### src/core/cspst_pkg.sv
// Shared constants and types for the chip select priority and stretch block
package cspst_pkg;

	// ------------------------------------------------------------------
	// Register map (byte addresses on the low address bits)
	// ------------------------------------------------------------------
	localparam logic [7:0]  STR0_IDX     = 8'h3E;
	localparam logic [7:0]  STR1_IDX     = 8'h3F;
	localparam logic [9:0]  STR0_ADDR    = {STR0_IDX, 2'b00};
	localparam logic [9:0]  STR1_ADDR    = {STR1_IDX, 2'b00};
	localparam logic [9:0]  CFG_ADDR     = 10'h000;
	localparam logic [9:0]  MAP_ADDR     = 10'h004;
	localparam logic [9:0]  STAT_ADDR    = 10'h008;
	localparam logic [1:0]  HTRANS_NSEQ  = 2'b10;
	localparam logic [2:0]  HSIZE_WORD   = 3'b010;

	// ------------------------------------------------------------------
	// Select indices, also the rank order (0 is highest)
	// ------------------------------------------------------------------
	localparam int NUM_SEL  = 7;
	localparam int SEL_CS3  = 0;
	localparam int SEL_CS2  = 1;
	localparam int SEL_CS1  = 2;
	localparam int SEL_CS0  = 3;
	localparam int SEL_PROGRAM_SELECT_ZERO = 4;
	localparam int SEL_CSD  = 5;
	localparam int SEL_PROGRAM_SELECT_ONE = 6;

	// ------------------------------------------------------------------
	// Configuration fields and reset values
	// ------------------------------------------------------------------
	localparam int CFG_FOLLOW_BIT = 8;
	localparam int CFG_EXTRA_WINDOW_ENABLE_BIT   = 9;
	localparam int CFG_EEPROM_MAP_ENABLE_BIT   = 10;
	localparam int CFG_EXPAND_BIT = 11;
	localparam int CFG_DEBUG_BIT  = 12;
	localparam int CFG_EPLOC_BIT  = 13;
	localparam int CFG_P1FULL_BIT = 14;
	localparam int CFG_DHALF_BIT  = 15;
	localparam int MAP_REGB_LSB   = 0;
	localparam int MAP_RAMB_LSB   = 8;
	localparam int MAP_EEB_LSB    = 16;
	localparam logic [15:0] CFG_RST  = 16'h0010;
	localparam logic [31:0] MAP_RST  = 32'h000F_0100;
	localparam logic [7:0]  STR0_RST = 8'h3F;
	localparam logic [7:0]  STR1_RST = 8'hFF;

	// ------------------------------------------------------------------
	// Address space shapes
	// ------------------------------------------------------------------
	localparam logic [1:0] REG_BLK = 2'b00;
	localparam logic [1:0] CSR_BLK = 2'b01;
	localparam logic [7:0] DBG_PAGE = 8'hFF;
	localparam logic [1:0] P_TOP = 2'b10;
	localparam logic [3:0] D_TOP = 4'h7;
	localparam logic [1:0] CS3_OFS = 2'b01;
	localparam logic [1:0] CS2_OFS = 2'b11;

	typedef enum logic [3:0] {
		OWN_NONE     = 4'h0,
		OWN_REG      = 4'h1,
		OWN_DBG      = 4'h2,
		OWN_RAM      = 4'h3,
		OWN_EE       = 4'h4,
		OWN_EXT_E    = 4'h5,
		OWN_EXT_CS   = 4'h6,
		OWN_EXT_P    = 4'h7,
		OWN_EXT_D    = 4'h8,
		OWN_EXT_REST = 4'h9
	} cspst_owner_t;

	typedef enum logic [1:0] {
		ST_IDLE    = 2'b00,
		ST_ACCESS  = 2'b01,
		ST_STRETCH = 2'b10
	} cspst_state_t;

endpackage : cspst_pkg

### src/core/cspst_decode.sv
// Address decoder: owner of an access and the one chip select it drives
`timescale 1ns/1ps
`default_nettype none
module cspst_decode
	import cspst_pkg::*;
(
	input  wire logic [15:0]         addr,
	input  wire logic [15:0]         cfg,
	input  wire logic [31:0]         map,
	output cspst_pkg::cspst_owner_t  owner,
	output logic [6:0]               cand,
	output logic [6:0]               sel
);
	logic [4:0] regb;
	logic [5:0] ramb;
	logic [3:0] eeb;
	logic       ext;
	logic [7:0] blk;

	assign regb = map[MAP_REGB_LSB +: 5];
	assign ramb = map[MAP_RAMB_LSB +: 6];
	assign eeb  = map[MAP_EEB_LSB +: 4];

	always_comb begin
		owner = OWN_NONE;
		if (addr[15:11] == regb && addr[10:9] == REG_BLK) begin
			owner = OWN_REG;
		end else if (cfg[CFG_DEBUG_BIT] && addr[15:8] == DBG_PAGE) begin
			owner = OWN_DBG;
		end else if (addr[15:10] == ramb) begin
			owner = OWN_RAM;
		end else if (cfg[CFG_EEPROM_MAP_ENABLE_BIT] && addr[15:12] == eeb) begin
			owner = OWN_EE;
		end else if (!cfg[CFG_EXPAND_BIT]) begin
			owner = OWN_NONE;
		end else if (cfg[CFG_EXTRA_WINDOW_ENABLE_BIT]
			&& addr[15:10] == {5'b0_0000, cfg[CFG_EPLOC_BIT]}) begin
			owner = OWN_EXT_E;
		end else if (addr[15:11] == regb && addr[10:9] == CSR_BLK) begin
			owner = OWN_EXT_CS;
		end else if (addr[15:14] == P_TOP) begin
			owner = OWN_EXT_P;
		end else if (addr[15:12] == D_TOP) begin
			owner = OWN_EXT_D;
		end else begin
			owner = OWN_EXT_REST;
		end
	end

	// Only external owners may raise a select; on-chip wins outright
	assign ext = (owner >= OWN_EXT_E);

	always_comb begin
		cand = 7'h00;
		// Follow mode needs the extra window enabled to ever hit
		cand[SEL_CS3] = cfg[SEL_CS3] && (cfg[CFG_FOLLOW_BIT]
			? (owner == OWN_EXT_E)
			: (owner == OWN_EXT_CS && addr[8:7] == CS3_OFS));
		cand[SEL_CS2] = cfg[SEL_CS2] && owner == OWN_EXT_CS
			&& addr[8:7] == CS2_OFS;
		cand[SEL_CS1] = cfg[SEL_CS1] && owner == OWN_EXT_CS && addr[8];
		cand[SEL_CS0] = cfg[SEL_CS0] && owner == OWN_EXT_CS;
		cand[SEL_PROGRAM_SELECT_ZERO] = cfg[SEL_PROGRAM_SELECT_ZERO] && ext && addr[15];
		cand[SEL_CSD] = cfg[SEL_CSD] && ext && (cfg[CFG_DHALF_BIT]
			? !addr[15] : owner == OWN_EXT_D);
		cand[SEL_PROGRAM_SELECT_ONE] = cfg[SEL_PROGRAM_SELECT_ONE] && ext
			&& (cfg[CFG_P1FULL_BIT] || addr[15]);
	end

	// Fixed rank: a lower index blocks every later one
	assign blk[0] = 1'b0;
	for (genvar i = 0; i < NUM_SEL; i++) begin : g_rank
		assign sel[i]   = cand[i] && !blk[i];
		assign blk[i+1] = blk[i] || cand[i];
	end

endmodule : cspst_decode
`default_nettype wire

### src/core/cspst_stretch.sv
// Down counter that times the added E cycles of a stretched access
`timescale 1ns/1ps
`default_nettype none
module cspst_stretch (
	input  wire logic       hclk,
	input  wire logic       hresetn,
	input  wire logic       load,
	input  wire logic [1:0] count,
	input  wire logic       run,
	output logic            last
);
	logic [1:0] cnt_q;
	logic [1:0] cnt_d;

	always_comb begin
		cnt_d = cnt_q;
		if (load) begin
			cnt_d = count;
		end else if (run && cnt_q != 2'd0) begin
			cnt_d = cnt_q - 2'd1;
		end
	end

	always_ff @(posedge hclk or negedge hresetn) begin
		if (!hresetn) begin
			cnt_q <= 2'd0;
		end else begin
			cnt_q <= cnt_d;
		end
	end

	assign last = (cnt_q == 2'd1);

endmodule : cspst_stretch
`default_nettype wire

### src/core/cspst_top.sv
// Chip select priority decode, stretch timing and AHB-Lite register file
// Behaviour
// - Select three covers the second 128 bytes after registers
// - Following, select three covers extra page window
// - Each of seven selects has 2-bit stretch
// - Stretch codes add zero to three E cycles
// - Only one module or select per access
// - Overlapping modules: highest ranked one wins
// - Registers top priority, full 512-byte block
// - Debug page FFxx ranks below registers
// - EEPROM decodes below RAM only when enabled
// - Extra page, then register-following space, below EEPROM
// - Program window ranks below register-following space
// - Data window above rest, rest lowest
// - External spaces only reachable in expanded mode
// - At most one select active per address
// - Rank: three, two, one, zero, P0, D, P1
// - Selects are active low
// - Single-chip mode leaves select pins idle
`timescale 1ns/1ps
`default_nettype none
module cspst_top (
	input  wire logic                hclk,
	input  wire logic                hresetn,
	input  wire logic                hsel,
	input  wire logic [31:0]         haddr,
	input  wire logic [1:0]          htrans,
	input  wire logic                hwrite,
	input  wire logic [2:0]          hsize,
	input  wire logic [31:0]         hwdata,
	input  wire logic                hready,
	output logic [31:0]              hrdata,
	output logic                     hreadyout,
	output logic                     hresp,
	input  wire logic                cpu_req,
	input  wire logic [15:0]         cpu_addr,
	output logic                     cpu_ready,
	output logic                     access_done,
	output logic                     bus_cycle,
	output logic [15:0]              ext_addr,
	output logic [6:0]               select_n,
	output cspst_pkg::cspst_owner_t  owner
);
	import cspst_pkg::*;

	// ------------------------------------------------------------------
	// Register file over AHB-Lite
	// ------------------------------------------------------------------
	logic [15:0] cfg_q;
	logic [15:0] cfg_d;
	logic [31:0] map_q;
	logic [31:0] map_d;
	logic [7:0]  str0_q;
	logic [7:0]  str0_d;
	logic [7:0]  str1_q;
	logic [7:0]  str1_d;
	logic        wr_pend_q;
	logic        wr_pend_d;
	logic [9:0]  wr_addr_q;
	logic [9:0]  wr_addr_d;
	logic [31:0] hrdata_q;
	logic [31:0] hrdata_d;
	logic        addr_ok;
	logic [31:0] rd_val;
	logic [1:0]  stretch_q;
	logic [1:0]  stretch_d;

	assign addr_ok = hsel && hready && htrans == HTRANS_NSEQ;

	always_comb begin
		case (haddr[9:0])
			CFG_ADDR:  rd_val = {16'h0000, cfg_q};
			MAP_ADDR:  rd_val = map_q;
			STAT_ADDR: rd_val = {15'h0000, bus_cycle, 1'b0, ~select_n,
				2'b00, stretch_q, owner};
			STR0_ADDR: rd_val = {24'h00_0000, 2'b00, str0_q[5:0]};
			STR1_ADDR: rd_val = {24'h00_0000, str1_q};
			default:   rd_val = 32'h0000_0000;
		endcase
	end

	always_comb begin
		wr_pend_d = addr_ok && hwrite && hsize == HSIZE_WORD;
		wr_addr_d = haddr[9:0];
		hrdata_d  = (addr_ok && !hwrite) ? rd_val : hrdata_q;
		cfg_d     = cfg_q;
		map_d     = map_q;
		str0_d    = str0_q;
		str1_d    = str1_q;
		if (wr_pend_q) begin
			case (wr_addr_q)
				CFG_ADDR:  cfg_d  = hwdata[15:0];
				MAP_ADDR:  map_d  = {12'h000, hwdata[19:16], 2'b00,
					hwdata[13:8], 3'b000, hwdata[4:0]};
				STR0_ADDR: str0_d = {2'b00, hwdata[5:0]};
				STR1_ADDR: str1_d = hwdata[7:0];
				default:   cfg_d  = cfg_q;
			endcase
		end
	end

	always_ff @(posedge hclk or negedge hresetn) begin
		if (!hresetn) begin
			cfg_q     <= CFG_RST;
			map_q     <= MAP_RST;
			str0_q    <= STR0_RST;
			str1_q    <= STR1_RST;
			wr_pend_q <= 1'b0;
			wr_addr_q <= 10'h000;
			hrdata_q  <= 32'h0000_0000;
			hreadyout <= 1'b0;
			hresp     <= 1'b0;
		end else begin
			cfg_q     <= cfg_d;
			map_q     <= map_d;
			str0_q    <= str0_d;
			str1_q    <= str1_d;
			wr_pend_q <= wr_pend_d;
			wr_addr_q <= wr_addr_d;
			hrdata_q  <= hrdata_d;
			hreadyout <= 1'b1;
			hresp     <= 1'b0;
		end
	end

	assign hrdata = hrdata_q;

	// ------------------------------------------------------------------
	// Decode and stretch selection
	// ------------------------------------------------------------------
	cspst_owner_t dec_owner;
	logic [6:0]   dec_cand;
	logic [6:0]   dec_sel;
	logic [1:0]   sel_str [NUM_SEL];
	logic [1:0]   dec_str;

	cspst_decode u_decode (
		.addr  (cpu_addr),
		.cfg   (cfg_q),
		.map   (map_q),
		.owner (dec_owner),
		.cand  (dec_cand),
		.sel   (dec_sel)
	);

	assign sel_str[SEL_CSD]  = str0_q[1:0];
	assign sel_str[SEL_PROGRAM_SELECT_ZERO] = str0_q[3:2];
	assign sel_str[SEL_PROGRAM_SELECT_ONE] = str0_q[5:4];
	assign sel_str[SEL_CS0]  = str1_q[1:0];
	assign sel_str[SEL_CS1]  = str1_q[3:2];
	assign sel_str[SEL_CS2]  = str1_q[5:4];
	assign sel_str[SEL_CS3]  = str1_q[7:6];

	// One-hot select: OR of the winner's field; no select, no stretch
	always_comb begin
		dec_str = 2'd0;
		for (int i = 0; i < NUM_SEL; i++) begin
			dec_str = dec_str | (dec_sel[i] ? sel_str[i] : 2'd0);
		end
	end

	// ------------------------------------------------------------------
	// Access sequencer
	// ------------------------------------------------------------------
	cspst_state_t state_q;
	cspst_state_t state_d;
	logic [15:0]  ext_addr_d;
	logic [6:0]   select_n_d;
	cspst_owner_t owner_d;
	logic         bus_d;
	logic         done_d;
	logic         ready_d;
	logic         cnt_load;
	logic         cnt_last;

	cspst_stretch u_stretch (
		.hclk    (hclk),
		.hresetn (hresetn),
		.load    (cnt_load),
		.count   (stretch_q),
		.run     (state_q == ST_STRETCH),
		.last    (cnt_last)
	);

	always_comb begin
		state_d    = state_q;
		ext_addr_d = ext_addr;
		select_n_d = select_n;
		owner_d    = owner;
		stretch_d  = stretch_q;
		bus_d      = bus_cycle;
		done_d     = 1'b0;
		ready_d    = cpu_ready;
		cnt_load   = 1'b0;
		case (state_q)
			ST_IDLE: begin
				if (cpu_req) begin
					ext_addr_d = cpu_addr;
					select_n_d = ~dec_sel;
					owner_d    = dec_owner;
					stretch_d  = dec_str;
					bus_d      = 1'b1;
					ready_d    = 1'b0;
					state_d    = ST_ACCESS;
				end
			end
			ST_ACCESS: begin
				if (stretch_q == 2'd0) begin
					select_n_d = 7'h7F;
					bus_d      = 1'b0;
					done_d     = 1'b1;
					ready_d    = 1'b1;
					state_d    = ST_IDLE;
				end else begin
					cnt_load = 1'b1;
					state_d  = ST_STRETCH;
				end
			end
			ST_STRETCH: begin
				// Address and select stay frozen until the count ends
				if (cnt_last) begin
					select_n_d = 7'h7F;
					bus_d      = 1'b0;
					done_d     = 1'b1;
					ready_d    = 1'b1;
					state_d    = ST_IDLE;
				end
			end
			default: begin
				select_n_d = 7'h7F;
				bus_d      = 1'b0;
				ready_d    = 1'b1;
				state_d    = ST_IDLE;
			end
		endcase
	end

	always_ff @(posedge hclk or negedge hresetn) begin
		if (!hresetn) begin
			state_q     <= ST_IDLE;
			ext_addr    <= 16'h0000;
			select_n    <= 7'h7F;
			owner       <= OWN_NONE;
			stretch_q   <= 2'd0;
			bus_cycle   <= 1'b0;
			access_done <= 1'b0;
			cpu_ready   <= 1'b1;
		end else begin
			state_q     <= state_d;
			ext_addr    <= ext_addr_d;
			select_n    <= select_n_d;
			owner       <= owner_d;
			stretch_q   <= stretch_d;
			bus_cycle   <= bus_d;
			access_done <= done_d;
			cpu_ready   <= ready_d;
		end
	end

	// ------------------------------------------------------------------
	// Assertions
	// ------------------------------------------------------------------
	property p_one_select;
		@(posedge hclk) disable iff (!hresetn)
		$onehot0(~select_n);
	endproperty
	a_one_select: assert property (p_one_select)
		else $error("More than one select active");

	property p_rank;
		@(posedge hclk) disable iff (!hresetn)
		dec_cand[SEL_CS3] && dec_cand[SEL_CS0] |-> dec_sel == 7'h01;
	endproperty
	a_rank: assert property (p_rank)
		else $error("Select three did not outrank select zero");

	property p_cs3_fixed;
		@(posedge hclk) disable iff (!hresetn)
		!cfg_q[CFG_FOLLOW_BIT] && dec_sel[SEL_CS3]
			|-> dec_owner == OWN_EXT_CS && cpu_addr[8:7] == CS3_OFS;
	endproperty
	a_cs3_fixed: assert property (p_cs3_fixed)
		else $error("Select three outside its 128-byte area");

	property p_cs3_follow;
		@(posedge hclk) disable iff (!hresetn)
		cfg_q[CFG_FOLLOW_BIT] && cfg_q[SEL_CS3] && dec_owner == OWN_EXT_E
			|-> dec_sel == 7'h01;
	endproperty
	a_cs3_follow: assert property (p_cs3_follow)
		else $error("Select three missed extra page access");

	property p_stretch3;
		@(posedge hclk) disable iff (!hresetn)
		$rose(bus_cycle) && stretch_q == 2'd3
			|-> bus_cycle[*4] ##1 (!bus_cycle && access_done);
	endproperty
	a_stretch3: assert property (p_stretch3)
		else $error("Stretch of three did not last four cycles");

	property p_stretch0;
		@(posedge hclk) disable iff (!hresetn)
		$rose(bus_cycle) && stretch_q == 2'd0 |=> !bus_cycle && access_done;
	endproperty
	a_stretch0: assert property (p_stretch0)
		else $error("Unstretched access not one cycle");

	property p_hold;
		@(posedge hclk) disable iff (!hresetn)
		bus_cycle && $past(bus_cycle) |-> $stable(ext_addr)
			&& $stable(select_n);
	endproperty
	a_hold: assert property (p_hold)
		else $error("Address or select moved inside access");

	property p_reg_top;
		@(posedge hclk) disable iff (!hresetn)
		cpu_addr[15:11] == map_q[MAP_REGB_LSB +: 5]
			&& cpu_addr[10:9] == REG_BLK |-> dec_owner == OWN_REG;
	endproperty
	a_reg_top: assert property (p_reg_top)
		else $error("Register block lost priority");

	property p_ee_off;
		@(posedge hclk) disable iff (!hresetn)
		!cfg_q[CFG_EEPROM_MAP_ENABLE_BIT] |-> dec_owner != OWN_EE;
	endproperty
	a_ee_off: assert property (p_ee_off)
		else $error("Disabled EEPROM decoded");

	property p_single_chip;
		@(posedge hclk) disable iff (!hresetn)
		!cfg_q[CFG_EXPAND_BIT] && $rose(bus_cycle) |-> select_n == 7'h7F;
	endproperty
	a_single_chip: assert property (p_single_chip)
		else $error("Select driven in single-chip mode");

	property p_low_only_in_cycle;
		@(posedge hclk) disable iff (!hresetn)
		select_n != 7'h7F |-> bus_cycle;
	endproperty
	a_low_only_in_cycle: assert property (p_low_only_in_cycle)
		else $error("Select low outside a bus cycle");

	c_stretch3: cover property (@(posedge hclk) disable iff (!hresetn)
		$rose(bus_cycle) && stretch_q == 2'd3);
	c_follow: cover property (@(posedge hclk) disable iff (!hresetn)
		$rose(bus_cycle) && !select_n[SEL_CS3] && owner == OWN_EXT_E);
	c_reg: cover property (@(posedge hclk) disable iff (!hresetn)
		$rose(bus_cycle) && owner == OWN_REG);

endmodule : cspst_top
`default_nettype wire

### config.mk
export PLATFORM = sky130hd
export DESIGN_NAME = cspst_top
export DESIGN_NICKNAME = d
export VERILOG_FILES = /design/src/core/cspst_pkg.sv /design/src/core/cspst_decode.sv /design/src/core/cspst_stretch.sv /design/src/core/cspst_top.sv
export SDC_FILE = /design/constraint.sdc
export NUM_CORES = 1
export LEC_CHECK = 0
export CAP_MARGIN = 20
export CORE_UTILIZATION = 55
export DETAILED_ROUTE_END_ITERATION = 7
export DONT_BUFFER_PORTS = 1
export PLACE_DENSITY = 0.73
export SYNTH_ARGS = -nofsm -noshare
export SYNTH_HDL_FRONTEND = slang
export SYNTH_SLANG_ARGS = --single-unit
### constraint.sdc
create_clock -name hclk -period 2.2 [get_ports hclk]
set_clock_uncertainty 0.2 [all_clocks]
set_input_delay 0.11 -clock hclk [delete_from_list [all_inputs] [get_ports hclk]]
set_output_delay 0.11 -clock hclk [all_outputs]
set_load 0.02 [all_outputs]
Word level (Yosys, flattened, before mapping)
Cells that the tools add are included.
{ "op_classes": {"addsub": 1, "order_cmp": 1, "eq_ne": 28, "mux": 42, "bitwise": 8, "n_reduce_logical": 58} }
{ "ops": {"columns": ["operator", "count"], "rows": [
  ["$pmux 20 s5", 1],
  ["$eq 10x8->1 const B", 4],
  ["$mux 4", 8],
  ["$logic_and 1x1->1", 30],
  ["$mux 2", 12],
  ["$mux 7", 3],
  ["$pmux 7 s3", 1],
  ["$eq 10x3->1 const B", 2],
  ["$logic_not 10->1", 2],
  ["$not 7->7", 2],
  ["$mux 1", 13],
  ["$eq 4x3->1 const B", 3],
  ["$or 2x2->2", 6],
  ["$reduce_and 2->1", 6],
  ["$eq 10x4->1 const B", 1],
  ["$eq 2x1->1 const B", 4],
  ["$eq 2x2->1 const B", 4],
  ["$eq 8x8->1 const B", 1],
  ["$logic_not 1->1", 8],
  ["$eq 6x1->1", 1],
  ["$eq 6x6->1", 1],
  ["$logic_not 2->1", 3],
  ["$logic_or 1x1->1", 6],
  ["$ne 2x2->1 const B", 3],
  ["11 further kinds", 13]
]} }
{ "word_totals": {"ff_bits": 125, "input_bits": 91, "output_inout_bits": 64, "wordCells": 155} }

Depth between registers and ports, before layout
{ "depth": {"depth_word": 24, "depth_mapped": 9, "mapped_depth_nobuf": 7} }

Modules after synthesis
A second synthesis with hierarchy kept.
{ "unflattened": {"cells_unflattened": 472, "area_unflattened_um2": 5506.5} }
{ "modules_own_cells": {"columns": ["module", "instances", "cells_each", "area_each_um2", "seq_area_each_um2"], "rows": [
  ["cspst_top", 1, 368, 4779.6, 2812.7],
  ["cspst_decode", 1, 90, 588.1, 0.0],
  ["cspst_stretch", 1, 14, 138.9, 50.0]
]} }

Least setup slack after synthesis
OpenSTA, ideal clock, no wires.
{ "synth_timing": {"kind": "register to register", "from": "register map_q[1]", "to": "register stretch_q[0]", "setup_ps": 140, "arrival_time_ps": 2018, "required_ps": 1860, "slack_ps": -158, "path_stages_with_launch": 8, "path_buffers": 0, "synth_period_minus_slack_ps": 2358, "cell_sequence": "dfrtp_1 xor2_1 nor4_2 nand2_1 nand3b_1 nor4b_2 a2111oi_0 a31oi_1"} }
{ "synth_via": {"elab_chain_len": 22, "elab_cells_between_ends": 59, "classes_between": "order compare (1); eq/ne (4); mux (16); bitwise (6); reduce/logical (32)"} }
{ "synth_lines": {"columns": ["item", "line_no", "source"], "rows": [
  ["start: declaration", "cspst_top.sv:51", "logic [31:0] map_q;"],
  ["start signal: assignment", "cspst_top.sv:115", "map_q <= map_d;"],
  ["$eq 5x5->1 *", "cspst_decode.sv:26, cspst_decode.sv:39", null],
  ["$logic_and 1x1->1", "cspst_decode.sv:39", "end else if (addr[15:11] == regb && addr[10:9] == CSR_BLK) begin"],
  ["$mux 4", "cspst_decode.sv:39", null],
  ["$mux 4", "cspst_decode.sv:36", "end else if (cfg[CFG_EXTRA_WINDOW_ENABLE_BIT]"],
  ["$mux 4", "cspst_decode.sv:34", "end else if (!cfg[CFG_EXPAND_BIT]) begin"],
  ["$mux 4", "cspst_decode.sv:32", "end else if (cfg[CFG_EEPROM_MAP_ENABLE_BIT] && addr[15:12] == eeb) begin"],
  ["$mux 4", "cspst_decode.sv:30", "end else if (addr[15:10] == ramb) begin"],
  ["$mux 4", "cspst_decode.sv:28", "end else if (cfg[CFG_DEBUG_BIT] && addr[15:8] == DBG_PAGE) begin"],
  ["[... 3 more ...]", null, null],
  ["$mux 1", "cspst_decode.sv:57", "? (owner == OWN_EXT_E)"],
  ["$logic_and 1x1->1", "cspst_decode.sv:56", "cand[SEL_CS3] = cfg[SEL_CS3] && (cfg[CFG_FOLLOW_BIT]"],
  ["$logic_not 1->1 / $logic_or 1x1->1 (equally long branches)", "cspst_decode.sv:73, cspst_decode.sv:74", null],
  ["$logic_and 1x1->1 (tied with other cells)", "cspst_decode.sv:73", "assign sel[i] = cand[i] && !blk[i];"],
  ["$mux 2 (tied with other cells)", "cspst_top.sv:158", "dec_str = dec_str | (dec_sel[i] ? sel_str[i] : 2'd0);"],
  ["$or 2x2->2 (tied with other cells) (4 in a row)", "cspst_top.sv:158", null],
  ["$or 2x2->2 / $mux 2 (equally long branches)", "cspst_top.sv:158", null],
  ["$or 2x2->2 *", "cspst_top.sv:158", null],
  ["end signal: assignment", "cspst_top.sv:253", "stretch_q <= stretch_d;"],
  ["end: declaration", "cspst_top.sv:65", "logic [1:0] stretch_q;"]
]} }
Every way passes the cells marked *; elsewhere a longest branch is shown, timed or not.
A chain may end at the register's enable or synchronous reset.

Worst setup path in the final report
{ "layout_timing": {"from": "register map_q[12]", "to": "register select_n[5]"} }
{ "layout_via": {"elab_chain_len": 17, "elab_cells_between_ends": 30, "classes_between": "order compare (1); eq/ne (4); mux (7); bitwise (1); reduce/logical (17)"} }
{ "layout_lines": {"columns": ["item", "line_no", "source"], "rows": [
  ["$eq 6x6->1 *", "cspst_decode.sv:30", null],
  ["$mux 4 *", "cspst_decode.sv:30", null],
  ["$mux 4 *", "cspst_decode.sv:28", null],
  ["$mux 4 *", "cspst_decode.sv:26", "if (addr[15:11] == regb && addr[10:9] == REG_BLK) begin"],
  ["$eq 4x3->1", null, null],
  ["$logic_and 1x1->1", "cspst_decode.sv:58", ": (owner == OWN_EXT_CS && addr[8:7] == CS3_OFS));"],
  ["$mux 1", "cspst_decode.sv:57", null],
  ["$logic_and 1x1->1", "cspst_decode.sv:56", null],
  ["$logic_or 1x1->1 (4 in a row)", "cspst_decode.sv:74", "assign blk[i+1] = blk[i] || cand[i];"],
  ["$logic_not 1->1", "cspst_decode.sv:73", null],
  ["$logic_and 1x1->1 *", "cspst_decode.sv:73", null],
  ["$not 7->7 *", "cspst_top.sv:199", "select_n_d = ~dec_sel;"],
  ["$mux 7 *", "cspst_top.sv:197", "if (cpu_req) begin"],
  ["$pmux 7 s3 *", "cspst_top.sv:195", "case (state_q)"],
  ["end signal: assignment", "cspst_top.sv:251", "select_n <= select_n_d;"],
  ["end: declaration", "cspst_top.sv:41", "output logic [6:0] select_n,"]
]} }
Every way passes the cells marked *; elsewhere a longest branch is shown, timed or not. The select of a mux whose other input is x is not followed.

==> results.md <==
Status:
- The flow ran to the end, but the final reports show violations.
- The checks that failed: hold timing, setup timing.

STA:
- The final-report hold violation count is 113.
- The final count of negative-setup-slack endpoints is 4.
- The number of max-slew violations in the final report came to 0.
- At the pin with the least slew margin, the transition time is 0.732 ns.
- Setup total negative slack on the finished layout was measured at -0.268 ns.
- The shortest clock period the worst path allows after layout is 2.31 ns.
- Setup repair after global routing could not meet its margin everywhere.
- In this run the tightest slew margin relative to its limit is 51.1%.
- The setup slack of the critical path after layout is -0.109 ns.
- Based on the critical path, the design can be clocked at up to approximately 430 MHz.
- The final worst-path cycle share is 105%.
- Final hold analysis gives a worst-case slack of -0.924 ns.

Pwr:
- Dividing total power by cell area gives a power density of about 700 mW/mm2.
- Of the total power, the clock network draws 50.5%.
- The analysis attributes to cell leakage a power of 3.36 nW.
- The internal power of the cells totals around 3.9 mW.
- The worst vdd rail ir drop is approximately 0.45 mV.
- The share of power burned in registers is between 40% and 50%.
- The overall power consumption is ~5 mW.
- Net switching is 23.7% of the power.
- The relative contribution of combinational cells to total power is 6.8%.
- The net switching power is about 1.2 mW.

CTS:
- The clock slew at the register clock pins of the worst setup and hold paths is 0.06 ns.
- The clock tree root buffer cell is clkbuf_8.
- CTS built an H-tree with a depth of 4.
- The quantity of hold-fixing buffers added after cts is 70.
- The clock tree from TritonCTS is built.
- The tree built by TritonCTS fans out to around 110 sinks.
- The clock passes through at most 2 buffers.
- The source-to-sink clock delay at the later pin of the worst-skew pair is 0.53 ns.
- The number of CTS-inserted buffers is 17.

Cells and area:
- Once layout is complete, the cells apart from fillers number 796.
- The final layout contains approximately 750 nets.
- In the final layout, the multi-input gates occupy approximately 0.0026 mm2.
- Once layout is done, the placed cells without fillers occupy approximately 0.0075 mm2.
- The layout has 601 filler cells.
- Summing all flip-flop and latch instances after layout gives 0.00286 mm2.
- The layout-stage area growth over the synthesis result is 36.6%.
- The share of final-layout standard cells stronger than drive strength 1 is between 30 and 40%.

Detailed routing:
- Dividing the detail-routed via count by the number of cells gives 5.85.
- In this run the remaining antenna-violating nets after routing total 0.
- Summing over every cut layer, the via total after detailed routing is 4656.
- The DRC violation total after the first TritonRoute iteration is 237.
- For this run, design rule violations remaining after detail routing come to 0.
- The final wirelength is 16.8 mm.
- The wire length per cell after detailed routing is approximately 21 um.
- The total iterations of the first detailed-routing run is 4.

Global route:
- The total routing resource utilization after global routing is 33.4%.
- The number of antenna violations at the first check in global routing was 1.
- The number of global-route vias before repair is 4746.
- The maximum number of pins on one net before global-route repair is 114.
- The total global routing overflow is 0.
- The global-route wire length before repair is 25.1 mm.

Synthesis:
- After synthesis the cells add up to between 0.005 and 0.006 mm2.
- Yosys attributes the largest share of cell area to dfrtp_1, dfstp_2, mux2_2.
- The library cell with the highest instance count after synthesis is nand2_1.
- The leading area contributor after synthesis is dfrtp_1.
- In this run, synthesis produced a sequential element count of 113.
- The fraction of registers with async set/reset is 100%.
- Sequential elements use 52.0% of the synthesized area.
- After technology mapping, the gate count stands at 518.
- The commonest cells after synthesis are nand2_1, dfrtp_1, mux2_2, dfstp_2, nor2_1.
- Yosys mapped a number of flops with a built-in enable equal to 0.
- The synthesized area per cell is approximately 11 um2.
- The fraction of synthesized cell area taken by the top area cell type is between 30 and 40%.
- Synthesis instantiated 59 different standard cells from the library.
- The count of warnings emitted by yosys is 0.
- Among all flip-flop cells after synthesis, the most frequent one is dfrtp_1.

Placed design:
- Counting tap cells, the placed design contains a total of 678 instances.
- The final weighted congestion in routability-driven placement is about 0.87.
- In this run the tool buffered the top-level ports with 0 buffer cells.
- Once placement finished, the instance area stood at 0.00593 mm2.
- The post-detailed-placement half-perimeter wirelength is 10.2 mm.

Floorplanning:
- The die covers 0.0104 mm2.
- The height of the die is 102 um.
- Measured along the x axis, the die boundary spans 102 um.
- The initialized floorplan defines 36 standard-cell rows.
- The number of top-level design ports is 155.
- The initial cell density of the core is between 50 and 60%.
- In this run the standard cell core region covers 0.00973 mm2.

Worst setup path:
- STA classifies the critical path startpoint as a flop.
- The maximum net fanout on the critical path is 4.
- The type of the worst setup path is flop to flop.
- The kind of capture point of the worst setup path is a flop.
- The required arrival time at the worst endpoint is 2.46 ns.
- The setup slack on the worst flop-to-flop path is -0.11 ns.
- At the worst endpoint, the arrival time is roughly 2.6 ns.

Hold path:
- The worst hold path class is input port to async pin.

Run:
- The tool flagged a number of max-cap violations equal to 0.
==> final cells by class <==
class	instances	share of cell area [%]
Timing Repair Buffer	137	16.7
Antenna cell	1	0.0333
Tap cell	133	2.21
Multi-Input combinational cell	371	35.1
Inverter	9	0.449
Clock buffer	18	5.56
Sequential cell	113	38.1
Clock inverter	14	1.90
==> timing repair <==
| item | CTS | global route |
|---|---|---|
| gates cloned | 0 | 0 |
| setup buffers | 8 | 10 |
| gates resized for setup | 30 | 10 |
| pin swaps | 17 | 16 |
| endpoints found under the setup margin | 4 | 26 |
| endpoints found under the hold margin | 222 | 113 |
==> worst max-delay path, cell delays in order, from the launching register on <==
cell	delay, ns
dfrtp_1	0.41
xor2_2	0.21
nor4_4	0.08
buf_4	0.14
buf_4	0.13
a21o_1	0.21
nor3b_4	0.30
o21a_1	0.25
nand3_2	0.10
o22a_1	0.20
==> routing by layer <==
metal	part of all wire (%)	track usage, %	routed length (um)
met4	4.5	20.8	764
met2	49	53.8	8210
met1	39	39.8	6560
met5	0	0	0
met3	7.8	9.10	1310
==> state kept, by name (all words and copies together), names as in the netlist <==
name             count
access_done          1
bus_cycle            1
cfg_q               16
cpu_ready            1
ext_addr            16
hrdata              20
hreadyout            1
map_q               15
owner                4
select_n             7
state_q              2
str0_q               6
str1_q               8
stretch_q            2
u_stretch.cnt_q      2
wr_addr_q           10
wr_pend_q            1
==> stage by stage <==
| stage | setup WS, ns | utilization (%) |
|---|---|---|
| after floorplan | -0.0704 | - |
| after global placement | -0.128 | 61.0 |
| after detailed placement | -0.252 | 61.0 |
| after CTS | -0.0229 | 76.1 |
| after global routing | -0.203 | 77.3 |
| final | -0.109 | 77.3 |
==> logic make-up (layout without fill, tap and decap cells) <==
group	after synthesis	count (layout)	synth area share, %
and+or+nand+nor	189	189	17.1
other	2	15	0.137
adders and majority gates	5	5	1.14
DFF	113	113	52.0
AOI/OAI and AO/OA	87	87	10.8
buffers and inverters	46	178	4.25
muxes	59	59	11.8
xor gates and xnor gates	17	17	2.71
==> power groups by stage <==
stage	registers, mW	clock network [mW]	logic [mW]
after global routing	2.20	2.71	0.369
after detailed placement	2.23	0	0.172
final	2.20	2.59	0.347
after global placement	2.22	0	0.168
after CTS	2.19	2.63	0.319
after floorplan	2.22	0	0.164
==> placed cells by master (no fill, tap or decap), types with 11 or more instances in the layout <==
| cell | instances |
|---|---|
| nor2_1 | 26 |
| dlygate4sd3_1 | 69 |
| mux2i_1 | 14 |
| o21ai_0 | 20 |
| mux2_2 | 45 |
| dfrtp_1 | 85 |
| dfstp_2 | 28 |
| clkbuf_16 | 16 |
| conb_1 | 14 |
| nand3_1 | 11 |
| buf_4 | 60 |
| nand2_1 | 93 |
==> final timing paths <==
check / startpoint / end / depth (start not counted)
worst min-delay path: hresetn / cfg_q[7] / 0
min in group hclk: cpu_addr[8] / stretch_q[0] / 5
worst max-delay path: map_q[12] / select_n[5] / 9
worst min register to register: cfg_q[7] / cfg_q[7] / 1
worst max register to register: map_q[12] / select_n[5] / 9
max in group asynchronous: hresetn / map_q[8] / 0
Note: power is estimated with default switching activity, not from simulation.
